<file path="src/cfg_defs.vh">
// Purpose: constants for the lane configuration slave
// Assumes: 20 MHz REF_CLK; bus and strap pins sampled by it
// Notes: four-level straps arrive pre-digitised as 2-bit level codes 0,R,F,1 = 0..3
`ifndef CFG_DEFS_VH
`define CFG_DEFS_VH
`define IDX_REVISION 3'h0
`define IDX_RESERVED 3'h1
`define IDX_POWER 3'h2
`define IDX_LANE0 3'h3
`define IDX_LAST 3'h6
`define REV_UPPER 4'h3
`define POWER_RESET 8'h0D
`define LANE_RESET 8'h09
`define ADDR_MSB 1'b1
`define BOOST_LSB 3'h4
`define GAIN_LSB 3'h2
`define SWING_LSB 3'h0
`define LVL_R 2'h1
`define LVL_F 2'h2
`define LVL_1 2'h3
`define SWING_800 2'h0
`define SWING_1000 2'h1
`define SWING_1100 2'h2
`define SWING_1200 2'h3
`define GAIN_M35 2'h0
`define GAIN_M05 2'h2
`endif

</file>
<file path="src/lane_cfg_slave.v">
// Purpose: mode/strap/power control and byte-register bus slave of a 1:2 lane duplicator
// Assumes: SCL and SDA are slow external pins oversampled by REF_CLK
// Notes: SDA is open drain; SDA_OE high pulls the line low
`timescale 1ns/1ps
`include "cfg_defs.vh"
module lane_cfg_slave #(
  parameter [3:0] REVISION = 4'h5 // arbitrary value
) (
  input wire REF_CLK,
  input wire RESETN,
  input wire SCL_IN,
  input wire SDA_IN,
  output reg SDA_OUT,
  output reg SDA_OE,
  output reg SCL_OE,
  input wire MODE_PIN,
  input wire PWRDN_PIN,
  input wire [1:0] BOOST_STRAP_UPPER,
  input wire [1:0] BOOST_STRAP_LOWER,
  input wire [1:0] SWING_GAIN_STRAP,
  input wire [1:0] ADDR_STRAP_HIGH_PAIR,
  input wire [1:0] ADDR_STRAP_MID_PAIR,
  input wire [1:0] ADDR_STRAP_LOW_PAIR,
  output reg TERM_HIZ,
  output reg [3:0] LANE_ENABLE,
  output reg [11:0] BOOST_CODE,
  output reg [7:0] SWING_CODE,
  output reg [7:0] GAIN_CODE
);
  // ****************************************
  // reset and pin synchronisers
  // ****************************************
  reg rst_meta_reg;
  reg rst_n_reg;
  wire [15:0] pins_sync;
  wire scl_s;
  wire sda_s;
  wire mode_s;
  wire pd_s;
  wire [1:0] up_s;
  wire [1:0] lo_s;
  wire [1:0] sf_s;
  wire [5:0] addr_s;

  always @(posedge REF_CLK or negedge RESETN) begin
    if (!RESETN) begin
      rst_meta_reg <= 1'b0;
      rst_n_reg <= 1'b0;
    end else begin
      rst_meta_reg <= 1'b1;
      rst_n_reg <= rst_meta_reg;
    end
  end

  // idle bus high, mode and power-down pins have pull-ups
  sync2 #(.W(16), .INIT(16'hF000)) u_sync (
    .clk(REF_CLK),
    .rst_n(rst_n_reg),
    .d({SCL_IN, SDA_IN, MODE_PIN, PWRDN_PIN, BOOST_STRAP_UPPER, BOOST_STRAP_LOWER,
        SWING_GAIN_STRAP, ADDR_STRAP_HIGH_PAIR, ADDR_STRAP_MID_PAIR,
        ADDR_STRAP_LOW_PAIR}),
    .q(pins_sync)
  );
  assign scl_s = pins_sync[15];
  assign sda_s = pins_sync[14];
  assign mode_s = pins_sync[13];
  assign pd_s = pins_sync[12];
  assign up_s = pins_sync[11:10];
  assign lo_s = pins_sync[9:8];
  assign sf_s = pins_sync[7:6];
  assign addr_s = pins_sync[5:0];

  // ****************************************
  // bus edge and condition detection
  // ****************************************
  reg scl_d_reg;
  reg sda_d_reg;
  wire scl_rise;
  wire scl_fall;
  wire start_cond;
  wire stop_cond;
  wire [6:0] my_addr;

  always @(posedge REF_CLK or negedge rst_n_reg) begin
    if (!rst_n_reg) begin
      scl_d_reg <= 1'b1;
      sda_d_reg <= 1'b1;
    end else begin
      scl_d_reg <= scl_s;
      sda_d_reg <= sda_s;
    end
  end
  assign scl_rise = scl_s & ~scl_d_reg;
  assign scl_fall = ~scl_s & scl_d_reg;
  assign start_cond = scl_s & scl_d_reg & sda_d_reg & ~sda_s;
  assign stop_cond = scl_s & scl_d_reg & ~sda_d_reg & sda_s;
  // strap levels 0,R,F,1 map straight to pairs 00..11
  assign my_addr = {`ADDR_MSB, addr_s};

  // ****************************************
  // byte-level slave state machine
  // ****************************************
  localparam ST_IDLE = 3'h0;
  localparam ST_ADDR = 3'h1;
  localparam ST_ACK = 3'h2;
  localparam ST_WRITE = 3'h3;
  localparam ST_READ = 3'h4;
  localparam ST_RACK = 3'h5;

  reg [2:0] state_reg;
  reg [2:0] bit_cnt_reg;
  reg [7:0] shift_reg;
  reg rw_reg;
  reg index_phase_reg;
  reg [2:0] index_reg;
  reg ack_drive_reg;
  reg [7:0] power_reg;
  reg [7:0] lane_reg [0:3];
  reg [7:0] rd_byte;
  reg got8_reg;
  wire [2:0] lane_sel;
  integer i;
  integer j;

  assign lane_sel = index_reg - `IDX_LANE0;

  // read data mux for the current index
  always @* begin
    case (index_reg)
      `IDX_REVISION: rd_byte = {`REV_UPPER, REVISION};
      `IDX_RESERVED: rd_byte = 8'h00;
      `IDX_POWER: rd_byte = power_reg;
      3'h3: rd_byte = lane_reg[0];
      3'h4: rd_byte = lane_reg[1];
      3'h5: rd_byte = lane_reg[2];
      3'h6: rd_byte = lane_reg[3];
      default: rd_byte = 8'h00;
    endcase
  end

  always @(posedge REF_CLK or negedge rst_n_reg) begin
    if (!rst_n_reg) begin
      state_reg <= ST_IDLE;
      bit_cnt_reg <= 3'h0;
      shift_reg <= 8'h00;
      rw_reg <= 1'b0;
      index_phase_reg <= 1'b0;
      index_reg <= 3'h0;
      ack_drive_reg <= 1'b0;
      got8_reg <= 1'b0;
      SDA_OUT <= 1'b0;
      SDA_OE <= 1'b0;
      power_reg <= `POWER_RESET;
      for (i = 0; i < 4; i = i + 1) begin
        lane_reg[i] <= `LANE_RESET;
      end
    end else begin
      SDA_OUT <= 1'b0;
      if (start_cond && !mode_s) begin
        state_reg <= ST_ADDR;
        bit_cnt_reg <= 3'h0;
        got8_reg <= 1'b0;
        SDA_OE <= 1'b0;
      end else if (stop_cond || mode_s) begin
        state_reg <= ST_IDLE;
        SDA_OE <= 1'b0;
      end else begin
        case (state_reg)
          ST_IDLE: begin
            SDA_OE <= 1'b0;
          end
          ST_ADDR, ST_WRITE: begin
            if (scl_rise) begin
              shift_reg <= {shift_reg[6:0], sda_s};
              bit_cnt_reg <= bit_cnt_reg + 3'h1;
              got8_reg <= (bit_cnt_reg == 3'h7);
            end
            // the fall that ends a start also sees a zero count, hence the flag
            if (scl_fall && got8_reg) begin
              got8_reg <= 1'b0;
              if (state_reg == ST_ADDR) begin
                if (shift_reg[7:1] == my_addr) begin
                  rw_reg <= shift_reg[0];
                  index_phase_reg <= ~shift_reg[0];
                  state_reg <= ST_ACK;
                  SDA_OE <= 1'b1;
                end else begin
                  state_reg <= ST_IDLE;
                end
              end else begin
                if (index_phase_reg) begin
                  index_reg <= shift_reg[2:0];
                  index_phase_reg <= 1'b0;
                end else begin
                  // read-only bytes take the write silently
                  if (index_reg == `IDX_POWER) begin
                    power_reg <= shift_reg;
                  end else if (index_reg >= `IDX_LANE0 && index_reg <= `IDX_LAST) begin
                    lane_reg[lane_sel[1:0]] <= shift_reg;
                  end
                  index_reg <= index_reg + 3'h1;
                end
                state_reg <= ST_ACK;
                SDA_OE <= 1'b1;
              end
            end
          end
          ST_ACK: begin
            // low held from fall before the ack pulse to the fall after it
            if (scl_fall) begin
              bit_cnt_reg <= 3'h0;
              if (rw_reg) begin
                shift_reg <= {rd_byte[6:0], 1'b0};
                SDA_OE <= ~rd_byte[7];
                state_reg <= ST_READ;
              end else begin
                SDA_OE <= 1'b0;
                state_reg <= ST_WRITE;
              end
            end
          end
          ST_READ: begin
            if (scl_fall) begin
              bit_cnt_reg <= bit_cnt_reg + 3'h1;
              if (bit_cnt_reg == 3'h7) begin
                SDA_OE <= 1'b0;
                index_reg <= index_reg + 3'h1;
                state_reg <= ST_RACK;
              end else begin
                SDA_OE <= ~shift_reg[7];
                shift_reg <= {shift_reg[6:0], 1'b0};
              end
            end
          end
          ST_RACK: begin
            // master ack keeps reading, nack ends the transfer
            if (scl_rise) begin
              if (sda_s) begin
                state_reg <= ST_IDLE;
              end else begin
                state_reg <= ST_ACK;
              end
            end
          end
          default: begin
            state_reg <= ST_IDLE;
            SDA_OE <= 1'b0;
          end
        endcase
      end
    end
  end

  // ****************************************
  // output selection: straps or registers
  // ****************************************
  reg [2:0] pin_boost;
  reg [1:0] pin_swing;
  reg [1:0] pin_gain;
  reg [11:0] boost_next;
  reg [7:0] swing_next;
  reg [7:0] gain_next;
  reg [3:0] enable_next;

  always @* begin
    pin_boost = {up_s, (lo_s == `LVL_F)};
    pin_swing = (sf_s == `LVL_F || sf_s == `LVL_1) ? `SWING_1200 : `SWING_1000;
    pin_gain = (sf_s == `LVL_R || sf_s == `LVL_1) ? `GAIN_M05 : `GAIN_M35;
    // swing and gain codes are passed as register encodings
    boost_next = 12'h000;
    swing_next = 8'h00;
    gain_next = 8'h00;
    for (j = 0; j < 4; j = j + 1) begin
      if (mode_s) begin
        boost_next[j*3 +: 3] = pin_boost;
        swing_next[j*2 +: 2] = pin_swing;
        gain_next[j*2 +: 2] = pin_gain;
      end else begin
        boost_next[j*3 +: 3] = lane_reg[j][`BOOST_LSB +: 3];
        swing_next[j*2 +: 2] = lane_reg[j][`SWING_LSB +: 2];
        gain_next[j*2 +: 2] = lane_reg[j][`GAIN_LSB +: 2];
      end
    end
    enable_next = pd_s ? 4'h0 : (mode_s ? 4'hF : ~power_reg[7:4]);
  end

  always @(posedge REF_CLK or negedge rst_n_reg) begin
    if (!rst_n_reg) begin
      TERM_HIZ <= 1'b1;
      LANE_ENABLE <= 4'h0;
      BOOST_CODE <= 12'h000;
      SWING_CODE <= 8'h55;
      GAIN_CODE <= 8'hAA;
      SCL_OE <= 1'b0;
    end else begin
      TERM_HIZ <= pd_s;
      LANE_ENABLE <= enable_next;
      BOOST_CODE <= boost_next;
      SWING_CODE <= swing_next;
      GAIN_CODE <= gain_next;
      SCL_OE <= 1'b0;
    end
  end
endmodule

</file>
<file path="src/sync2.v">
// Purpose: two-flop synchroniser for a bundle of slow pins
// Assumes: active-low asynchronous reset, reset value per bit
// Notes: first stage is read only by the second stage
`timescale 1ns/1ps
module sync2 #(
  parameter W = 1,
  parameter [W-1:0] INIT = {W{1'b0}}
) (
  input wire clk,
  input wire rst_n,
  input wire [W-1:0] d,
  output reg [W-1:0] q
);
  reg [W-1:0] meta_reg;
  always @(posedge clk or negedge rst_n) begin
    if (!rst_n) begin
      meta_reg <= INIT;
      q <= INIT;
    end else begin
      meta_reg <= d;
      q <= meta_reg;
    end
  end
endmodule

</file>
<file path="config.mk">
export PLATFORM = sky130hd
export DESIGN_NAME = lane_cfg_slave
export DESIGN_NICKNAME = d
export VERILOG_FILES = /design/src/lane_cfg_slave.v /design/src/sync2.v
export VERILOG_INCLUDE_DIRS = /design/src
export SDC_FILE = /design/constraint.sdc
export NUM_CORES = 1
export LEC_CHECK = 0
export BUFFER_PORTS_ARGS = -buffer_cell sky130_fd_sc_hd__buf_4
export CAP_MARGIN = 20
export CORE_ASPECT_RATIO = 0.6
export CORE_MARGIN = 3
export CORE_UTILIZATION = 40
export CTS_BUF_LIST = sky130_fd_sc_hd__clkbuf_2 sky130_fd_sc_hd__clkbuf_4 sky130_fd_sc_hd__clkbuf_8
export DETAILED_ROUTE_END_ITERATION = 7
export MAX_ROUTING_LAYER = met4
export PLACE_DENSITY_LB_ADDON = 0.15
export SYNTH_ARGS = -nofsm -noshare
export SYNTH_HDL_FRONTEND = slang
export SYNTH_SLANG_ARGS = --single-unit
</file>
<file path="constraint.sdc">
create_clock -name REF_CLK -period 5.65 [get_ports REF_CLK]
set_clock_uncertainty 0.2 [all_clocks]
set_input_delay 0.8475 -clock REF_CLK [delete_from_list [all_inputs] [get_ports REF_CLK]]
set_output_delay 0.8475 -clock REF_CLK [all_outputs]
set_load 0.005 [all_outputs]
</file>
==> results of run 1 <==
stage by stage:
| stage | utilization, % | instance area, um^2 | worst slack, ps |
|---|---|---|---|
| 2_1_floorplan | - | 5480 | 1610 |
| 5_1_grt | 48.8 | 6390 | 2360 |
| 3_5_place_dp | 45.6 | 5970 | 2630 |
| 3_3_place_gp | 45.6 | 5970 | 2730 |
| 4_1_cts | 48.8 | 6390 | 2600 |
| 6_report | 48.8 | 6390 | 2560 |
critical path: cells and delay by family, from the launching register on:
kind                     cells  cell delay (ps)
AND/OR/NAND/NOR              1              280
AO/OA/AOI/OAI                2              890
flip-flops                   1              550
multiplexers                 1              350
adder cells (fa/ha/maj)      1              450
buffers and inverters        1              260
repair_timing:
action                                 in CTS  in global routing
gates resized for setup                     0                  0
endpoints found under the hold margin       2                  0
hold buffers                                1                  0
layer usage:
layer / track usage, % / share of wire (%) / vias up
met4: 6.20 / 1.2 / 0
met5: - / 0 / -
met2: 21.1 / 41 / 112
li1: - / - / 1630
met3: 4.11 / 5.9 / 14
met1: 27.1 / 52 / 1749
cells by family (layout without fill, tap and decap cells):
kind of cell             count (synthesis)  in the layout  synth area share, %
flip-flops                             130            130                 60.1
AO/OA/AOI/OAI                           94             94                 11.5
AND/OR/NAND/NOR                         88             88                 10.3
buffers and inverters                   55            114                 4.14
multiplexers                            52             52                 11.1
adder cells (fa/ha/maj)                  7              7                 1.60
XOR/XNOR                                 7              7                 1.12
other                                    2              3                0.137
placed cells by master, fill, tap and decap left out, types with 3 or more instances in the layout:
master,n
nor2b_1,8
nand2_1,21
nand3_4,4
xnor2_1,6
clkbuf_8,18
buf_4,52
a21boi_0,3
nand2b_1,8
inv_6,4
o21ai_0,35
ha_1,7
a22o_1,9
inv_8,3
mux2i_1,3
a222oi_1,6
dfstp_2,30
nor3b_1,3
inv_1,28
a31oi_1,3
clkinvlp_4,4
conb_1,3
nor3_1,3
a21oi_1,11
or2_2,5
a22oi_1,5
mux2_4,7
nand3_1,7
dfrtp_1,99
mux2_2,42
nor2_1,11
power by group:
part | internal, uW | switching [uW]
sequential | 962 | 27.9
combinational | 33.2 | 30.1
clock | 418 | 407
total | 1410 | 465
layout make-up:
type | count | area, um^2
Clock inverter | 14 | 168
Timing Repair Buffer | 53 | 400
Tap cell | 170 | 213
Inverter | 29 | 109
Clock buffer | 18 | 248
Fill cell | 1186 | 6700
Sequential cell | 130 | 3290
Multi-Input combinational cell | 251 | 1960
path summary, 6_finish.rpt:
kind	end	slack [ps]	cells after the start	startpoint
max	lane_reg[31]$_DFFE_PN0P_	2560	6	index_reg[2]$_DFFE_PN0P_
min	u_sync.q[10]$_DFF_PN0_	150	0	u_sync.meta_reg[10]$_DFF_PN0_
max reg2reg	lane_reg[31]$_DFFE_PN0P_	2560	6	index_reg[2]$_DFFE_PN0P_
min reg2reg	u_sync.q[10]$_DFF_PN0_	150	0	u_sync.meta_reg[10]$_DFF_PN0_
max in group asynchronous	lane_reg[4]$_DFFE_PN0P_	3720	1	rst_n_reg$_DFF_PN0_
min in group asynchronous	u_sync.meta_reg[5]$_DFF_PN0_	200	0	rst_n_reg$_DFF_PN0_
==> impl_metrics.env, run 1 <==
export IMPL_vias_per_cell=5.27
export IMPL_grt_pass1_vias=3425
export IMPL_synthToLayoutAreaGrowth_pct=16.8
export IMPL_cts_tree="done"
export IMPL_synth_commonest_cells="dfrtp_1, mux2_2, o21ai_0, dfstp_2, inv_1"
export IMPL_wl_per_cell_um=17.9
export IMPL_placed_cells=632
export IMPL_drt_iter0_drc=267
export IMPL_peakVddDrop_v=0.000148
export IMPL_crit_path_start_kind="register"
export IMPL_cts_made_buffers=17
export IMPL_dieWidth_um=157
export IMPL_worstPathRequired_ps=5770
export IMPL_layout_drive_gt1_share_pct=36.6
export IMPL_synth_top_area_cell="dfrtp_1"
export IMPL_die_area_um2=15200
export IMPL_setup_viol=0
export IMPL_maxCapViolations=0
export IMPL_yosysSeqAreaShare_pct=60.1
export IMPL_cts_clk_slew_worst_paths_ps=80
export IMPL_grt_max_degree=69
export IMPL_power_uw=1880
export IMPL_start_util_pct=41.8
export IMPL_maxSlewViolCount=0
export IMPL_vias=3505
export IMPL_cp_slowest_stage_delay_ps=800
export IMPL_rsz0062_at_grt="false"
export IMPL_grt_pass1_wl_mm=19.5
export IMPL_clk_path_buf_depth=2
export IMPL_slowest_stage="o31ai_1"
export IMPL_synth_edf_count=0
export IMPL_drt_antenna_violating_nets=0
export IMPL_cp_cell_sequence="clkinv_1 > ha_1 > a21oi_1 > o31ai_1 > nand3_4 > mux2_2"
export IMPL_dieHeight_um=96.6
export IMPL_largest_register_ffs=32
export IMPL_drcViolationCount=0
export IMPL_p_leak_uw=0.00287
export IMPL_post_route_period_util_pct=54.7
export IMPL_yosysMostFrequentCell="dfrtp_1"
export IMPL_num_antenna_cells=0
export IMPL_hold_viol_final=0
export IMPL_nets=507
export IMPL_max_freq_ghz=0.324
export IMPL_cts_root_buf="clkbuf_8"
export IMPL_critical_path_max_fanout=13
export IMPL_antenna_found_initial=0
export IMPL_slew_headroom_pct=34.3
export IMPL_setup_tns_final_ps=0
export IMPL_cp_arrival_ps=3210
export IMPL_overflow=0
export IMPL_num_rows=32
export IMPL_holdCritPathClass="reg -> reg"
export IMPL_grt_usage_pct=17.2
export IMPL_netlist_instances=435
export IMPL_clk_latency_ps=430
export IMPL_drtPass1Iterations=4
export IMPL_synth_top_cell_area_share_pct=45.7
export IMPL_syn_area_um2=5480
export IMPL_clock_sinks=130
export IMPL_async_flop_share_pct=100
export IMPL_status="finished, final reports clean"
export IMPL_yosys_register_bits=130
export IMPL_htreeDepth=4
export IMPL_end_kind="register"
export IMPL_avgSynthCellArea_um2=12.6
export IMPL_io_pins=54
export IMPL_synthFlopType="dfrtp_1"
export IMPL_finalCriticalPeriod_ps=3090
export IMPL_port_buffers=51
export IMPL_holdWs_ps=153
export IMPL_dp_hpwl_mm=8.22
export IMPL_powerDensity_nw_per_um2=294
export IMPL_ys_warn_count=0
export IMPL_path_class="reg -> reg"
export IMPL_worstMarginPinSlew_ps=977
export IMPL_finalNonFillerCells=665
export IMPL_ys_top_cells_by_area="dfrtp_1, dfstp_2, mux2_2"
export IMPL_ys_types=63
export IMPL_wl_mm=11.9
export IMPL_gp_congestion=0.877
export IMPL_cts_setup_buffers=0
export IMPL_core_um2=13100
Power figures use the tool's default switching activity.
==> inputs of run 2 (changes only) <==
==> constraint.sdc (replaced) <==
create_clock -name REF_CLK -period 3 [get_ports REF_CLK]
set_clock_uncertainty 0.2 [all_clocks]
set_input_delay 0.45 -clock REF_CLK [delete_from_list [all_inputs] [get_ports REF_CLK]]
set_output_delay 0.45 -clock REF_CLK [all_outputs]
set_load 0.005 [all_outputs]
==> impl_metrics.env, run 2 (same netlist as run 1, synthesis figures left out) <==
export IMPL_maxCapViolations=0
export IMPL_clk_path_buf_depth=2
export IMPL_overflow=0
export IMPL_core_um2=13100
export IMPL_p_comb_share_pct=4.4
export IMPL_dieHeight_um=96.6
export IMPL_synthToLayoutAreaGrowth_pct=22.6
export IMPL_p_seq_share_pct=51.3
export IMPL_start_util_pct=41.8
export IMPL_nets=540
export IMPL_post_route_period_util_pct=89.5
export IMPL_placed_cells=649
export IMPL_largest_register_ffs=32
export IMPL_p_int_uw=2770
export IMPL_clock_sinks=130
export IMPL_port_buffers=51
export IMPL_cts_setup_buffers=0
export IMPL_cts_clk_slew_worst_paths_ps=80
export IMPL_pwr_share_clk_pct=44.3
export IMPL_path_class="reg -> reg"
export IMPL_n_fill_cell=1142
export IMPL_dieWidth_um=157
export IMPL_cp_cell_sequence="inv_1 > ha_1 > or4b_2 > a21oi_1 > nor2_1 > a22o_1 > mux2_2"
export IMPL_die_area_um2=15200
export IMPL_max_freq_ghz=0.372
export IMPL_grt_pass1_wl_mm=20.4
export IMPL_multi_input_area_um2=1960
export IMPL_rsz0062_at_grt="false"
export IMPL_cts_root_buf="clkbuf_8"
export IMPL_setup_tns_final_ps=0
export IMPL_crit_path_start_kind="register"
export IMPL_antenna_found_initial=0
export IMPL_cts_tree="done"
export IMPL_cts_made_buffers=17
export IMPL_powerDensity_nw_per_um2=538
export IMPL_drcViolationCount=0
export IMPL_regArea_um2=3290
export IMPL_crit_buf_inv=1
export IMPL_htreeDepth=4
export IMPL_worstPathRequired_ps=3110
export IMPL_drt_iter0_drc=363
export IMPL_grt_max_degree=60
export IMPL_gp_congestion=0.886
export IMPL_num_rows=32
export IMPL_cp_slowest_stage_delay_ps=650
export IMPL_power_uw=3610
export IMPL_critical_path_top_delay_family="simple AND/OR/NAND/NOR gates"
export IMPL_status="finished, final reports clean"
export IMPL_cts_hold_fix_buffers=17
export IMPL_cp_arrival_ps=2800
export IMPL_hold_viol_final=0
export IMPL_final_common_cell="dfrtp_1"
export IMPL_critical_path_max_fanout=7
export IMPL_drtPass1Iterations=5
export IMPL_clk_latency_ps=420
export IMPL_cts_resized=0
export IMPL_wl_per_cell_um=18.0
export IMPL_finalNonFillerCells=698
export IMPL_grt_pass1_vias=3636
export IMPL_end_kind="register"
export IMPL_power_switching_share_pct=23.4
export IMPL_setup_viol=0
export IMPL_drt_antenna_violating_nets=0
export IMPL_slowest_stage="or4b_2"
export IMPL_vias=3631
export IMPL_grt_usage_pct=17.9
export IMPL_finalCriticalPeriod_ps=2680
export IMPL_dp_hpwl_mm=8.60
export IMPL_vias_per_cell=5.20
export IMPL_worstMarginPinSlew_ps=942
export IMPL_holdCritPathClass="reg -> async"
export IMPL_peakVddDrop_v=0.000310
export IMPL_layout_drive_gt1_share_pct=37.5
export IMPL_p_leak_uw=0.00305
export IMPL_slew_headroom_pct=36.7
export IMPL_wl_mm=12.5
export IMPL_layout_common_cells="dfrtp_1, buf_4, mux2_2"
export IMPL_maxSlewViolCount=0
export IMPL_switchingPower_uw=844
export IMPL_num_antenna_cells=0
export IMPL_io_pins=54
[run 2: metrics by stage]
step                      area, um^2  hold slack (ps)  utilization (%)  worst slack, ps
final                           6710              131             51.3              315
after global routing            6710              102             51.3              203
after CTS                       6710              102             51.3              327
after detailed placement        6110             33.5             46.7              344
after global placement          6110             32.0             46.7              401
after floorplan                 5480            -45.6                -              274
[run 2: area by class of cell]
type / instances / share of cell area, %
sequential: 130 / 49.1
clock inverter: 13 / 2.63
tap: 170 / 3.17
clock buffer: 19 / 3.80
timing repair buffer: 86 / 10.4
inverter: 29 / 1.62
multi-input combinational: 251 / 29.2
[run 2: metal layers]
| metal | track usage [%] | routed length (um) |
|---|---|---|
| met5 | - | 0 |
| met4 | 5.67 | 63 |
| met3 | 4.11 | 698 |
| met2 | 21.8 | 5130 |
| met1 | 28.7 | 6640 |
[run 2: final timing paths]
check / start / endpoint / slack (ps) / depth (start not counted)
worst max-delay path: index_reg[0]$_DFFE_PN0P_ / shift_reg[1]$_DFFE_PN0P_ / 320 / 7
min in group REF_CLK: u_sync.meta_reg[2]$_DFF_PN0_ / u_sync.q[2]$_DFF_PN0_ / 150 / 0
worst min-delay path: rst_n_reg$_DFF_PN0_ / u_sync.meta_reg[0]$_DFF_PN0_ / 130 / 0
worst max register to register: index_reg[0]$_DFFE_PN0P_ / shift_reg[1]$_DFFE_PN0P_ / 320 / 7
worst min register to register: rst_n_reg$_DFF_PN0_ / u_sync.meta_reg[0]$_DFF_PN0_ / 130 / 0
max in group asynchronous: rst_n_reg$_DFF_PN0_ / lane_reg[3]$_DFFE_PN1P_ / 1680 / 1
[run 2: power groups by stage]
stage | clock network, uW | registers [uW] | logic [uW]
after detailed placement | 0 | 1890 | 143
after global placement | 0 | 1880 | 140
after global routing | 1740 | 1860 | 178
after CTS | 1640 | 1850 | 161
after floorplan | 0 | 1890 | 60.8
final | 1600 | 1850 | 158
==> inputs of run 3 (changes only) <==
--- a/config.mk
+++ b/config.mk
@@ -6,6 +6,7 @@
 export SDC_FILE = /design/constraint.sdc
 export NUM_CORES = 1
 export LEC_CHECK = 0
+export ABC_AREA = 1
 export BUFFER_PORTS_ARGS = -buffer_cell sky130_fd_sc_hd__buf_4
 export CAP_MARGIN = 20
 export CORE_ASPECT_RATIO = 0.6
==> impl_metrics.env, run 3 <==
export IMPL_cts_made_buffers=17
export IMPL_cts_root_buf="clkbuf_8"
export IMPL_worstMarginPinSlew_ps=564
export IMPL_htreeDepth=4
export IMPL_num_antenna_cells=0
export IMPL_cp_arrival_ps=2800
export IMPL_core_um2=13100
export IMPL_nets=696
export IMPL_setup_tns_final_ps=0
export IMPL_yosysMostFrequentCell="nand2_1"
export IMPL_hold_viol_final=0
export IMPL_startpoint="index_reg[2]$_DFFE_PN0P_"
export IMPL_worstPathRequired_ps=3130
export IMPL_cts_clk_slew_worst_paths_ps=90
export IMPL_vias=4205
export IMPL_rsz0062_at_grt="false"
export IMPL_synth_compound_area_share_pct=10.3
export IMPL_drt_antenna_violating_nets=0
export IMPL_holdCritPathClass="reg -> async"
export IMPL_die_area_um2=15000
export IMPL_max_freq_ghz=0.373
export IMPL_wl_mm=13.0
export IMPL_synth_edf_count=0
export IMPL_p_leak_uw=0.00314
export IMPL_n_fill_cell=1212
export IMPL_synth_top_cell_area_share_pct=46.2
export IMPL_clk_path_buf_depth=2
export IMPL_layout_common_cells="nand2_1, dfrtp_1, inv_1"
export IMPL_io_pins=54
export IMPL_yosys_register_bits=130
export IMPL_synth_simple_gate_area_share_pct=21.0
export IMPL_finalCriticalPeriod_ps=2680
export IMPL_gp_congestion=0.874
export IMPL_status="finished, final reports clean"
export IMPL_switchingPower_uw=1250
export IMPL_slew_headroom_pct=62.4
export IMPL_clock_sinks=130
export IMPL_antenna_found_initial=0
export IMPL_netlist_instances=587
export IMPL_overflow=0
export IMPL_drt_iter0_drc=285
export IMPL_pwr_share_clk_pct=36.3
export IMPL_p_int_uw=2660
export IMPL_p_seq_share_pct=50.7
export IMPL_synthFlopType="dfrtp_1"
export IMPL_dieWidth_um=156
export IMPL_dp_hpwl_mm=9.46
export IMPL_post_route_period_util_pct=89.3
export IMPL_yosysSeqAreaShare_pct=60.8
export IMPL_synthToLayoutAreaGrowth_pct=21.0
export IMPL_synthAdderAreaFrac_pct=1.62
export IMPL_drcViolationCount=0
export IMPL_layout_drive_gt1_share_pct=20.8
export IMPL_grt_pass1_vias=3890
export IMPL_drtPass1Iterations=5
export IMPL_final_common_cell="nand2_1"
export IMPL_synth_xor_xnor_area_share_pct=0
export IMPL_clk_latency_ps=440
export IMPL_grt_pass1_wl_mm=21.3
export IMPL_vias_per_cell=4.92
export IMPL_maxCapViolations=0
export IMPL_synth_commonest_cells="nand2_1, dfrtp_1, inv_1, o21ai_0, nor2_1"
export IMPL_power_switching_share_pct=31.9
export IMPL_p_comb_share_pct=13.0
export IMPL_dieHeight_um=96.1
export IMPL_avgSynthCellArea_um2=9.23
export IMPL_async_flop_share_pct=100
export IMPL_ys_top_cells_by_area="dfrtp_1, dfstp_2, nand2_1"
export IMPL_critical_path_max_fanout=16
export IMPL_port_buffers=51
export IMPL_largest_register_ffs=32
export IMPL_grt_max_degree=58
export IMPL_wl_per_cell_um=15.2
export IMPL_cts_tree="done"
export IMPL_cts_resized=0
export IMPL_num_rows=32
export IMPL_setup_viol=0
export IMPL_synthMuxAreaShare_pct=0
export IMPL_synth_top_area_cell="dfrtp_1"
export IMPL_final_util_pct=50.2
export IMPL_path_class="reg -> reg"
export IMPL_peakVddDrop_v=0.000384
export IMPL_worstReg2RegStart="index_reg[2]$_DFFE_PN0P_"
export IMPL_ys_types=29
export IMPL_powerDensity_nw_per_um2=597
export IMPL_start_util_pct=41.5
export IMPL_end_kind="register"
export IMPL_maxSlewViolCount=0
export IMPL_crit_path_start_kind="register"
export IMPL_syn_area_um2=5420
export IMPL_ys_warn_count=0
export IMPL_synth_top_family_by_area="simple AND/OR/NAND/NOR gates"
export IMPL_grt_usage_pct=19.3
[run 3: power groups by stage]
stage | registers (uW) | logic (uW) | clock network (uW)
3_3_place_gp | 2010 | 489 | 0
4_1_cts | 1980 | 513 | 1460
6_report | 1980 | 510 | 1420
3_5_place_dp | 2020 | 492 | 0
2_1_floorplan | 2000 | 295 | 0
5_1_grt | 2000 | 580 | 1550
[run 3: area by class of cell]
class                           instances  area [um^2]  area share, %
Multi-Input combinational cell        382         1800           27.4
Clock buffer                           17          234           3.57
Sequential cell                       130         3290           50.3
Tap cell                              170          213           3.25
Inverter                               63          236           3.61
Clock inverter                         15          145           2.22
Timing Repair Buffer                   77          633           9.66
[run 3: cell families after synthesis]
family	after synthesis
other cells	2
fa+ha+maj	7
buf+inv	76
flops	130
compound gates	102
simple gates	270
[run 3: what timing repair did]
item	4_1_cts	5_1_grt
hold endpoints to repair	18	0
hold buffers	17	0
buffers inserted	0	0
[run 3: final timing paths]
path | cells past startpoint | slack, ps | to
max | 9 | 320 | lane_reg[25]$_DFFE_PN0P_
min | 0 | 60 | u_sync.meta_reg[6]$_DFF_PN0_
max reg2reg | 9 | 320 | lane_reg[25]$_DFFE_PN0P_
min reg2reg | 0 | 60 | u_sync.meta_reg[6]$_DFF_PN0_
max in group asynchronous | 1 | 1820 | u_sync.q[13]$_DFF_PN1_
min in group REF_CLK | 0 | 150 | u_sync.q[2]$_DFF_PN0_
[run 3: layer usage]
layer	global-route usage [%]	share of wire, %	vias up
li1	-	-	2042
met1	29.8	52	2000
met2	25.3	40	149
met3	4.00	6.9	14
met4	5.68	0.72	0
met5	-	0	-
[run 3: through the flow]
stage	cells	worst slack, ps	cell area (um^2)	hold slack [ps]	total power (uW)
floorplan	588	664	5420	-45.6	2300
CTS	854	360	6550	81.5	3950
finish	854	322	6550	61.5	3910
detailed placement	805	373	6000	34.2	2510
global placement	805	483	6000	32.6	2500
global route	854	113	6550	86.5	4130
[run 3: worst max-delay path: stages (launching register included)]
cell and delay, ps:
dfrtp_1 500, inv_2 150, ha_1 210, inv_1 150
nand3_1 120, nand3b_1 70, a21oi_1 460, nand3_2 420
nand2_1 200, o21ai_2 70
